[src/pkg/dsw_pkg.sv]
// Package: status word bit positions, scaling constants and carrier structs
package dsw_pkg;

   // Status word bit positions
   localparam int unsigned BIT_CTRL_READY  = 0;
   localparam int unsigned BIT_DRV_READY   = 1;
   localparam int unsigned BIT_ENABLE      = 2;
   localparam int unsigned BIT_TRIP        = 3;
   localparam int unsigned BIT_ERROR       = 4;
   localparam int unsigned BIT_RESERVED    = 5;
   localparam int unsigned BIT_TRIPLOCK    = 6;
   localparam int unsigned BIT_WARNING     = 7;
   localparam int unsigned BIT_SPEED_MATCH = 8;
   localparam int unsigned BIT_BUS_CTRL    = 9;
   localparam int unsigned BIT_FREQ_OK     = 10;
   localparam int unsigned BIT_RUNNING     = 11;
   localparam int unsigned BIT_AUTO_STOP   = 12;
   localparam int unsigned BIT_VOLT_EXC    = 13;
   localparam int unsigned BIT_TORQUE_EXC  = 14;
   localparam int unsigned BIT_TIMER_EXC   = 15;

   // Command word reset bit
   localparam int unsigned CMD_BIT_RESET   = 7;

   // Word widths and scaling
   localparam int unsigned WORD_W          = 16;
   localparam logic [15:0] STATUS_RESET    = 16'h0000;
   localparam logic [15:0] FULL_SCALE_REF  = 16'h4000;
   localparam logic [15:0] FREQ_RESET      = 16'h0000;
   // Thermal timers: 100 % of full scale on a 16-bit percentage count
   localparam logic [15:0] TIMER_FULL      = 16'h4000;

   // Drive core conditions sampled each cycle
   typedef struct packed {
      logic        ctrl_ready;
      logic        coast_cmd;
      logic        start_cmd;
      logic        error_no_trip;
      logic        speed_at_ref;
      logic        local_stop_active;
      logic        local_ref_sel;
      logic        at_low_limit;
      logic        at_high_limit;
      logic        temp_stop;
      logic        dc_volt_low;
      logic        dc_volt_high;
      logic        current_over_limit;
      logic [15:0] motor_timer;
      logic [15:0] inverter_timer;
      logic [15:0] out_freq_rel;
      logic        link_ok;
   } dsw_core_t;

   // Fault sources towards the trip keeper
   typedef struct packed {
      logic alarm;
      logic alarm_lock;
      logic cause_active;
   } dsw_fault_t;

endpackage : dsw_pkg

[src/hw/dsw_builder.sv]
// Drive status word and actual frequency word builder
// Overview of operation
// - Bit 00 set when control ready, not tripped
// - Bit 01 ready but coasting commanded
// - Bit 02 clear while coasting, else set
// - Bit 03 set while tripped until reset
// - Bit 04 set on error without trip
// - Bit 05 always zero
// - Bit 06 set while trip-locked
// - Bit 07 set when any warning present
// - Bit 08 set when speed equals reference
// - Bit 09 set unless local stop/reference active
// - Bit 10 set inside frequency limits
// - Bit 11 set on start or frequency not zero
// - Bit 12 set during thermal auto-stop
// - Bit 13 set on DC voltage fault
// - Bit 14 set when current exceeds limit
// - Bit 15 set when thermal timer exceeds full
// - Whole word zero when link lost
// - Reference 16384 means full scale
// - Negative values use two's complement
// - Frequency word scaled like reference
// - Warnings follow cause, no reset needed
// - Trip held until reset and cause cleared
// - Command reset acts on rising edge only
`timescale 1ns/1ps
`default_nettype none
module dsw_builder #(
   parameter int unsigned WORD_W = dsw_pkg::WORD_W  // Word width
) (
   input  wire logic                clk,                // 250 MHz drive clock
   input  wire logic                resetn,             // Asynchronous reset, active low
   input  wire dsw_pkg::dsw_core_t  core,               // Drive core conditions
   input  wire dsw_pkg::dsw_fault_t fault,              // Alarm sources
   input  wire logic                power_cycle,        // Mains restored pulse
   input  wire logic                panel_reset,        // Local operator panel reset pulse
   input  wire logic                input_reset,        // Digital input reset pulse
   input  wire logic                auto_reset,         // Automatic reset pulse
   input  wire logic [WORD_W-1:0]   drive_command_word, // Command word from master
   input  wire logic                cmd_valid,          // Command word present
   input  wire logic [WORD_W-1:0]   speed_ref_word,     // Relative speed reference
   output logic [WORD_W-1:0]        drive_status_word,  // Status word to master
   output logic [WORD_W-1:0]        actual_frequency_word, // Actual frequency word
   output logic signed [WORD_W:0]   speed_ref_pct_q14,  // Reference, 16384 = 100 %
   output logic                     tripped,            // Drive tripped
   output logic                     trip_locked         // Drive trip-locked
);
   // ------------------------------------------------------------
   // Reset synchroniser
   // ------------------------------------------------------------
   logic rst_meta_reg;
   logic rst_n_reg;

   always_ff @(posedge clk or negedge resetn) begin
      if (!resetn) begin
         rst_meta_reg <= 1'b0;
         rst_n_reg    <= 1'b0;
      end else begin
         rst_meta_reg <= 1'b1;
         rst_n_reg    <= rst_meta_reg;
      end
   end

   // ------------------------------------------------------------
   // Reset requests and trip state
   // ------------------------------------------------------------
   logic cmd_reset_level;
   logic cmd_reset_rise;
   logic any_reset;

   assign cmd_reset_level = cmd_valid & drive_command_word[dsw_pkg::CMD_BIT_RESET];

   dsw_edge_detect u_reset_edge (
      .clk      (clk),
      .rst_n    (rst_n_reg),
      .level_in (cmd_reset_level),
      .rise     (cmd_reset_rise)
   );

   assign any_reset = cmd_reset_rise | panel_reset | input_reset | auto_reset;

   dsw_trip_keeper u_trip (
      .clk         (clk),
      .rst_n       (rst_n_reg),
      .fault       (fault),
      .reset_req   (any_reset),
      .power_cycle (power_cycle),
      .tripped     (tripped),
      .locked      (trip_locked)
   );

   // ------------------------------------------------------------
   // Status conditions
   // ------------------------------------------------------------
   logic              volt_warn;
   logic              timer_exc;
   logic              warn_any;
   logic              freq_nonzero;
   logic [WORD_W-1:0] status_next;

   assign volt_warn = core.dc_volt_low | core.dc_volt_high;
   assign timer_exc = ($signed(core.motor_timer) > $signed(dsw_pkg::TIMER_FULL))
                    | ($signed(core.inverter_timer) > $signed(dsw_pkg::TIMER_FULL));
   // Warnings are pure levels of their causes
   assign warn_any  = volt_warn | core.current_over_limit | timer_exc
                    | core.temp_stop;
   assign freq_nonzero = (core.out_freq_rel != '0);

   always_comb begin
      status_next = dsw_pkg::STATUS_RESET;
      status_next[dsw_pkg::BIT_CTRL_READY]  = core.ctrl_ready & ~tripped;
      status_next[dsw_pkg::BIT_DRV_READY]   = core.ctrl_ready & ~tripped
                                              & core.coast_cmd;
      status_next[dsw_pkg::BIT_ENABLE]      = ~core.coast_cmd;
      status_next[dsw_pkg::BIT_TRIP]        = tripped;
      status_next[dsw_pkg::BIT_ERROR]       = core.error_no_trip;
      status_next[dsw_pkg::BIT_RESERVED]    = 1'b0;
      status_next[dsw_pkg::BIT_TRIPLOCK]    = trip_locked;
      status_next[dsw_pkg::BIT_WARNING]     = warn_any;
      status_next[dsw_pkg::BIT_SPEED_MATCH] = core.speed_at_ref;
      status_next[dsw_pkg::BIT_BUS_CTRL]    = ~(core.local_stop_active
                                                | core.local_ref_sel);
      status_next[dsw_pkg::BIT_FREQ_OK]     = ~(core.at_low_limit
                                                | core.at_high_limit);
      status_next[dsw_pkg::BIT_RUNNING]     = core.start_cmd | freq_nonzero;
      status_next[dsw_pkg::BIT_AUTO_STOP]   = core.temp_stop;
      status_next[dsw_pkg::BIT_VOLT_EXC]    = volt_warn;
      status_next[dsw_pkg::BIT_TORQUE_EXC]  = core.current_over_limit;
      status_next[dsw_pkg::BIT_TIMER_EXC]   = timer_exc;
      if (!core.link_ok) begin
         status_next = '0;
      end
   end

   // ------------------------------------------------------------
   // Snapshot registers
   // ------------------------------------------------------------
   always_ff @(posedge clk or negedge rst_n_reg) begin
      if (!rst_n_reg) begin
         drive_status_word     <= dsw_pkg::STATUS_RESET;
         actual_frequency_word <= dsw_pkg::FREQ_RESET;
      end else begin
         drive_status_word     <= status_next;
         // Same relative two's-complement scaling as the reference
         actual_frequency_word <= core.out_freq_rel;
      end
   end

   // ------------------------------------------------------------
   // Speed reference decode
   // ------------------------------------------------------------
   always_ff @(posedge clk or negedge rst_n_reg) begin
      if (!rst_n_reg) begin
         speed_ref_pct_q14 <= '0;
      end else if (cmd_valid) begin
         // Sign extended, 16384 stands for exactly 100 %
         speed_ref_pct_q14 <= {speed_ref_word[WORD_W-1], speed_ref_word};
      end
   end
endmodule : dsw_builder
`default_nettype wire

[src/hw/dsw_edge_detect.sv]
// Rising-edge detector for the command-word reset bit
`timescale 1ns/1ps
`default_nettype none
module dsw_edge_detect (
   input  wire logic clk,      // Drive clock
   input  wire logic rst_n,    // Synchronised reset, active low
   input  wire logic level_in, // Level to watch
   output logic      rise      // One-cycle pulse on 0 to 1
);
   logic prev_reg;

   always_ff @(posedge clk or negedge rst_n) begin
      if (!rst_n) begin
         prev_reg <= 1'b1;
      end else begin
         prev_reg <= level_in;
      end
   end

   // Starts high so a level already held at reset does not fire
   assign rise = level_in & ~prev_reg;
endmodule : dsw_edge_detect
`default_nettype wire

[src/hw/dsw_trip_keeper.sv]
// Trip and trip-lock state keeper
`timescale 1ns/1ps
`default_nettype none
module dsw_trip_keeper (
   input  wire logic              clk,        // Drive clock
   input  wire logic              rst_n,      // Synchronised reset, active low
   input  wire dsw_pkg::dsw_fault_t fault,    // Alarm sources
   input  wire logic              reset_req,  // Any reset pulse
   input  wire logic              power_cycle,// Mains restored, unlocks a lock
   output logic                   tripped,    // Tripped state
   output logic                   locked      // Trip-locked state
);
   typedef enum logic [1:0] {ST_OK, ST_TRIP, ST_LOCK} dsw_trip_state_t;
   dsw_trip_state_t state_reg;

   always_ff @(posedge clk or negedge rst_n) begin
      if (!rst_n) begin
         state_reg <= ST_OK;
      end else begin
         case (state_reg)
            ST_OK: begin
               if (fault.alarm_lock) begin
                  state_reg <= ST_LOCK;
               end else if (fault.alarm) begin
                  state_reg <= ST_TRIP;
               end
            end
            ST_TRIP: begin
               if (fault.alarm_lock) begin
                  state_reg <= ST_LOCK;
               end else if (reset_req && !fault.cause_active && !fault.alarm) begin
                  // An alarm in the same cycle wins over the reset
                  state_reg <= ST_OK;
               end
            end
            ST_LOCK: begin
               if (power_cycle) begin
                  state_reg <= ST_TRIP;
               end
            end
            default: begin
               state_reg <= ST_OK;
            end
         endcase
      end
   end

   assign tripped = (state_reg != ST_OK);
   assign locked  = (state_reg == ST_LOCK);
endmodule : dsw_trip_keeper
`default_nettype wire

[config.mk]
export PLATFORM = sky130hd
export DESIGN_NAME = dsw_builder
export DESIGN_NICKNAME = d
export VERILOG_FILES = /design/src/pkg/dsw_pkg.sv /design/src/hw/dsw_builder.sv /design/src/hw/dsw_edge_detect.sv /design/src/hw/dsw_trip_keeper.sv
export SDC_FILE = /design/constraint.sdc
export NUM_CORES = 1
export LEC_CHECK = 0
export ABC_CLOCK_PERIOD_IN_PS = 2000
export BUFFER_PORTS_ARGS = -buffer_cell sky130_fd_sc_hd__buf_4
export CAP_MARGIN = 20
export CORE_UTILIZATION = 37
export DETAILED_ROUTE_END_ITERATION = 7
export MAX_ROUTING_LAYER = met4
export PLACE_DENSITY = 0.76
export SYNTH_ARGS = -nofsm -noshare
export SYNTH_HDL_FRONTEND = slang
export SYNTH_SLANG_ARGS = --single-unit
[constraint.sdc]
create_clock -name clk -period 2 [get_ports clk]
set_input_delay 0.4 -clock clk [delete_from_list [all_inputs] [get_ports clk]]
set_output_delay 0.4 -clock clk [all_outputs]
set_load 0.005 [all_outputs]
== After elaboration in Yosys (flattened, before gate mapping) ==
Cells that the tools add are included.

* Magnitude comparators: 2
* Equality and inequality tests: 5
* Muxes and demuxes: 7
* Bitwise operators: 20
* Reduce and logical (&&, ||, !) cells: 8

{| class="wikitable"
|+ Operators by type and width
! operator !! count
|-
| $gt 16x16->1 const B || 2
|-
| $mux 16 || 1
|-
| $reduce_bool 16->1 || 1
|-
| $or 1x1->1 || 11
|-
| $mux 2 || 5
|-
| $pmux 2 s3 || 1
|-
| $not 1->1 || 5
|-
| $and 1x1->1 || 4
|-
| $ne 3x2->1 const B || 1
|-
| $ne 3x3->1 const B || 1
|-
| $reduce_and 3->1 || 1
|-
| $eq 2x1->1 const B || 1
|-
| $eq 2x2->1 const B || 1
|-
| $logic_and 1x1->1 || 2
|-
| $logic_not 1->1 || 2
|-
| $logic_not 2->1 || 1
|-
| $ne 2x2->1 const B || 1
|-
| $reduce_bool 2->1 || 1
|}

* Bits in registers: 53
* Bits of input ports: 104
* Output and inout bits: 51
* Logic and storage cells: 49

== Longest topological paths before layout ==
* Depth after elaboration: 10
* Gate-level depth with buffers: 5
* Mapped depth without buffers: 4

== Cells and area by module ==
A second synthesis with hierarchy kept.

* Cells, all modules: 120
* Area, all modules: 1831.8 um^2

{| class="wikitable"
|+ By module, submodules not included
! module !! times used !! cells each !! area each (um^2) !! seq. area each (um^2)
|-
| dsw_builder || 1 || 108 || 1676.6 || 1226.2
|-
| dsw_trip_keeper || 1 || 10 || 115.1 || 50.0
|-
| dsw_edge_detect || 1 || 2 || 40.0 || 26.3
|}

== Worst setup path before layout ==
Ideal clock, no wire load.

* Path type: input to register
* Start point: in core[26] in the netlist's numbering
* End point: reg drive_status_word[7]
* Setup time: 0.127 ns
* Arrival: 1.058 ns
* Required time: 1.873 ns
* Slack: 0.815 ns
* Cell stages on the path: 4
* Path buffers: 0
* Path through: nor4_1 -> nand4_1 -> a32oi_1 -> a21boi_1

* Cells in the longest elaborated chain, start to end: 5

{| class="wikitable"
|+ RTL lines
! what !! RTL line !! text
|-
| from (decl) || dsw_builder.sv:33 || <nowiki>input wire dsw_pkg::dsw_core_t core,</nowiki>
|-
| $gt 16x16->1 || dsw_builder.sv:103 || <nowiki>| ($signed(core.inverter_timer) > $signed(dsw_pkg::TIMER_FULL));</nowiki>
|-
| $or 1x1->1 || dsw_builder.sv:103 ||
|-
| $or 1x1->1 || dsw_builder.sv:105 || <nowiki>assign warn_any = volt_warn | core.current_over_limit | timer_exc</nowiki>
|-
| $or 1x1->1 || dsw_builder.sv:106 || <nowiki>| core.temp_stop;</nowiki>
|-
| $mux 16 || dsw_builder.sv:130 || <nowiki>if (!core.link_ok) begin</nowiki>
|-
| via status_next[7] || dsw_builder.sv:99 || <nowiki>logic [WORD_W-1:0] status_next;</nowiki>
|-
| to (signal assigned) || dsw_builder.sv:140 || <nowiki>drive_status_word <= dsw_pkg::STATUS_RESET;</nowiki>
|-
| to (signal assigned) || dsw_builder.sv:143 || <nowiki>drive_status_word <= status_next;</nowiki>
|-
| to (decl) || dsw_builder.sv:42 || <nowiki>output logic [WORD_W-1:0] drive_status_word,</nowiki>
|}

The timed path passes the listed nets, and every way through them passes these cells.
A chain may end at the register's enable or synchronous reset.

== Worst setup path in the final report ==
* Start point: reg u_trip.state_reg[1]
* End point: out tripped

* Cells in the longest elaborated chain, start to end: 1

{| class="wikitable"
|+ RTL lines
! what !! RTL line !! text
|-
| from (decl) || dsw_trip_keeper.sv:14 || <nowiki>dsw_trip_state_t state_reg;</nowiki>
|-
| from (signal assigned) || dsw_trip_keeper.sv:18 || <nowiki>state_reg <= ST_OK;</nowiki>
|-
| from (signal assigned) || dsw_trip_keeper.sv:23 || <nowiki>state_reg <= ST_LOCK;</nowiki>
|-
| from (signal assigned) || dsw_trip_keeper.sv:25 || <nowiki>state_reg <= ST_TRIP;</nowiki>
|-
| $reduce_bool 2->1 || dsw_trip_keeper.sv:48 || <nowiki>assign tripped = (state_reg != ST_OK);</nowiki>
|-
| to (decl) || dsw_builder.sv:45 || <nowiki>output logic tripped,</nowiki>
|}

No other way between the ends.

==> results by group <==
Pwr
  • Seq pwr share: 0.543
  • Leakage: 1.51 nW
  • P_sw: between 0.4 and 0.5 mW
  • Power per cell area: 722 mW/mm²
  • Tot Pwr: approximately 2.2 mW
  • Cell Int Power: between 1.5 and 2 mW
  • Comb power frac: 0.184
  • Clk network pwr share: 0.273
  • Peak VDD IR: ~0.00035 V
  • Switching part of the total: 0.228

Clocking
  • CTS tree: done
  • Root Buffer: clkbuf_8
  • Worst-Skew Late Latency: 0.29 ns
  • Clock tree buffer depth: 2
  • Clock transition at path regs: ~0.090 ns
  • Num CTS Buffers: 5
  • H-tree Lvls: 2
  • Sink Count: 52

Floorplanning
  • Initial core utilization: 0.384
  • Num ports: between 150 and 200
  • CORE AREA: between 0.004 and 0.005 mm²
  • Cell row count: 25
  • Chip Width: 72.1 µm
  • Die Y: 72.1 µm
  • Die area: between 0.005 and 0.006 mm²

Placement
  • PortBufs: 138
  • GPL Wtd Cong: between 0.8 and 0.9
  • Pre-CTS setup slack: 0.446 ns
  • Hpwl dp: 3.70 mm

Timing
  • Fin crit share: 0.774
  • Worst-margin pin slew: 0.595 ns
  • Hold Vio Cnt, Final: 0
  • Setup TNS: 0 ns
  • Max-slew violations: 0
  • Final setup viols: 0
  • Min Tclk post-route: 1.55 ns
  • F_max: ~650 MHz
  • Final worst slack: roughly 0.45 ns
  • Unrepaired setup endpoints after global routing: false
  • Worst clock skew: about 0.0041 ns
  • Hold_ws: 0.219 ns
  • Slew margin rel.: 0.603

Detailed routing
  • Final wirelength: between 4 and 5 mm
  • Routed WL per cell: 13.2 µm
  • TritonRoute pass-1 iters: 4
  • Vias/cell: roughly 4.5
  • DRC violations left: 0
  • Antenna-violating nets left: 0
  • Vias: around 1500
  • Initial DRC Count: 49

Finish
  • Biggest regs: actual_frequency_word: 16 flops, speed_ref_pct_q14: 16 flops, drive_status_word: 15 flops
  • Fillers: between 400 and 500
  • Fraction of layout cells with a size suffix above 1: 0.575
  • N_diodes: 0
  • Nets: 369
  • Area growth syn-to-layout: 66.2%

Worst setup path
  • Critical Setup Path Class: reg -> out
  • Critical Path End Type: primary output
  • Startpoint Class: register
  • CP Launch Point: u_trip.state_reg[1]
  • CP Data Required Time: approximately 1.6 ns
  • Max Fanout on Critical Path: 4
  • Critical Path AT: roughly 1.2 ns
  • RR Startpoint: u_reset_edge.prev_reg

Synthesis
  • Sequential share of the synthesized area: 0.717
  • Post-Synthesis Cells: approximately 120
  • Synth unique cells: 27
  • Syn nets: ~230
  • Synth warn: 0
  • Syn Area/Cell: between 10 and 15 µm²
  • Register bit total from synthesis: 52
  • Mapped Area: around 0.0018 mm²

Hold path
  • HP Class: in -> reg
  • Hold path startpoint: core[7]

Global routing
  • Initial antenna violation count: 0
  • GRT overflow: 0
  • First-pass GRT wire length: approximately 6.7 mm
  • Tot GR Track Use: 0.179
  • Largest net degree at the start of global routing: 30
  • Vias in the first global route: between 1500 and 2000

Run
  • Max_cap viols: 0

Outcome
  • Status: finished, final reports clean
-- final timing paths --
path / cells after the start / end / slack [ns]
max in group asynchronous: 1 / drive_status_word[10] / 1.11
hold reg to reg: 0 / actual_frequency_word[9] / 0.28
min in group asynchronous: 0 / actual_frequency_word[9] / 0.28
setup / recovery: 3 / tripped / 0.45
setup reg to reg: 3 / u_trip.state_reg[0] / 0.92
hold / removal: 1 / actual_frequency_word[6] / 0.22
-- layout make-up --
class | count | area [µm²] | share of cell area
Sequential cell | 52 | 1300 | 0.432
Timing Repair Buffer | 141 | 1060 | 0.352
Multi-Input combinational cell | 62 | 463 | 0.153
Clock buffer | 7 | 86.3 | 0.0286
Tap cell | 67 | 83.8 | 0.0278
Inverter | 3 | 12.5 | 0.00415
Clock inverter | 1 | 7.51 | 0.00249
-- worst max-delay path: stages, from the launching register on --
cell and delay (ns):
dfrtp_1 0.42, nor2_1 0.21, inv_1 0.09, buf_4 0.14
-- cell usage after synthesis --
| library cell | n | area [µm²] |
|---|---|---|
| and3_1 | 1 | 6.26 |
| nor2b_1 | 5 | 31.3 |
| o21ai_1 | 1 | 5.00 |
| nor3_1 | 3 | 15.0 |
| inv_1 | 1 | 3.75 |
| and2_1 | 6 | 37.5 |
| buf_4 | 3 | 22.5 |
| mux2_1 | 16 | 180 |
| nand2_2 | 1 | 6.26 |
| dfrtp_1 | 51 | 1280 |
| a32oi_1 | 1 | 8.76 |
| inv_2 | 1 | 3.75 |
| conb_1 | 2 | 7.51 |
| nor2_1 | 6 | 22.5 |
| a21o_1 | 1 | 7.51 |
| o21a_1 | 1 | 7.51 |
| clkbuf_1 | 1 | 3.75 |
| dfstp_2 | 1 | 26.3 |
| o41a_1 | 1 | 11.3 |
| mux2_2 | 1 | 11.3 |
| nor3b_1 | 2 | 15.0 |
| nand4_1 | 3 | 18.8 |
| clkinvlp_2 | 1 | 5.00 |
| a211oi_1 | 1 | 7.51 |
| a21boi_1 | 1 | 7.51 |
| buf_6 | 1 | 11.3 |
| nor4_1 | 9 | 56.3 |
-- layer usage --
metal | up-vias | global-route usage | wire [µm]
met5 | - | - | 0
met2 | 97 | 0.335 | 2410
met4 | 0 | 0.0392 | 17
met1 | 702 | 0.181 | 1510
met3 | 2 | 0.0556 | 458
li1 | 706 | - | -
-- through the flow --
step,std cells,instance area [µm²],util
finish,333,3020,0.639
global route,333,3020,0.639
CTS,333,3020,0.639
detailed placement,324,2910,0.617
global placement,324,2910,0.617
floorplan,122,1820,-
-- kinds of logic after synthesis --
family / Yosys count / share of synthesized area
flops: 52 / 0.717
simple gates: 36 / 0.115
compound gates: 7 / 0.0303
mux: 17 / 0.105
other cells: 2 / 0.00414
buf+inv: 8 / 0.0276
-- power groups by stage --
stage | Sequential [mW] | Combinational, mW | Clock (mW)
finish | 1.18 | 0.401 | 0.595
global route | 1.20 | 0.438 | 0.658
CTS | 1.19 | 0.408 | 0.618
global placement | 1.20 | 0.398 | 0
floorplan | 1.21 | 0.0970 | 0
detailed placement | 1.21 | 0.406 | 0
-- cells in the final DEF (no fill, tap or decap), drive strengths merged, types with 2 or more instances in the layout --
| cell | instances |
|---|---|
| clkbuf | 7 |
| clkinvlp | 2 |
| nor2b | 5 |
| nor3b | 2 |
| mux2 | 17 |
| dfrtp | 51 |
| nor4 | 9 |
| nand4 | 3 |
| buf | 140 |
| nor2 | 6 |
| and2 | 6 |
| conb | 2 |
| inv | 2 |
| nor3 | 3 |
-- what timing repair did --
item / 4_1_cts / 5_1_grt
gates resized for setup: 0 / 0
buffers inserted: 0 / 0
endpoints found under the setup margin: 0 / 0
hold endpoints to repair: 2 / 0
hold buffers: 1 / 0
Power figures use the tool's default switching activity.
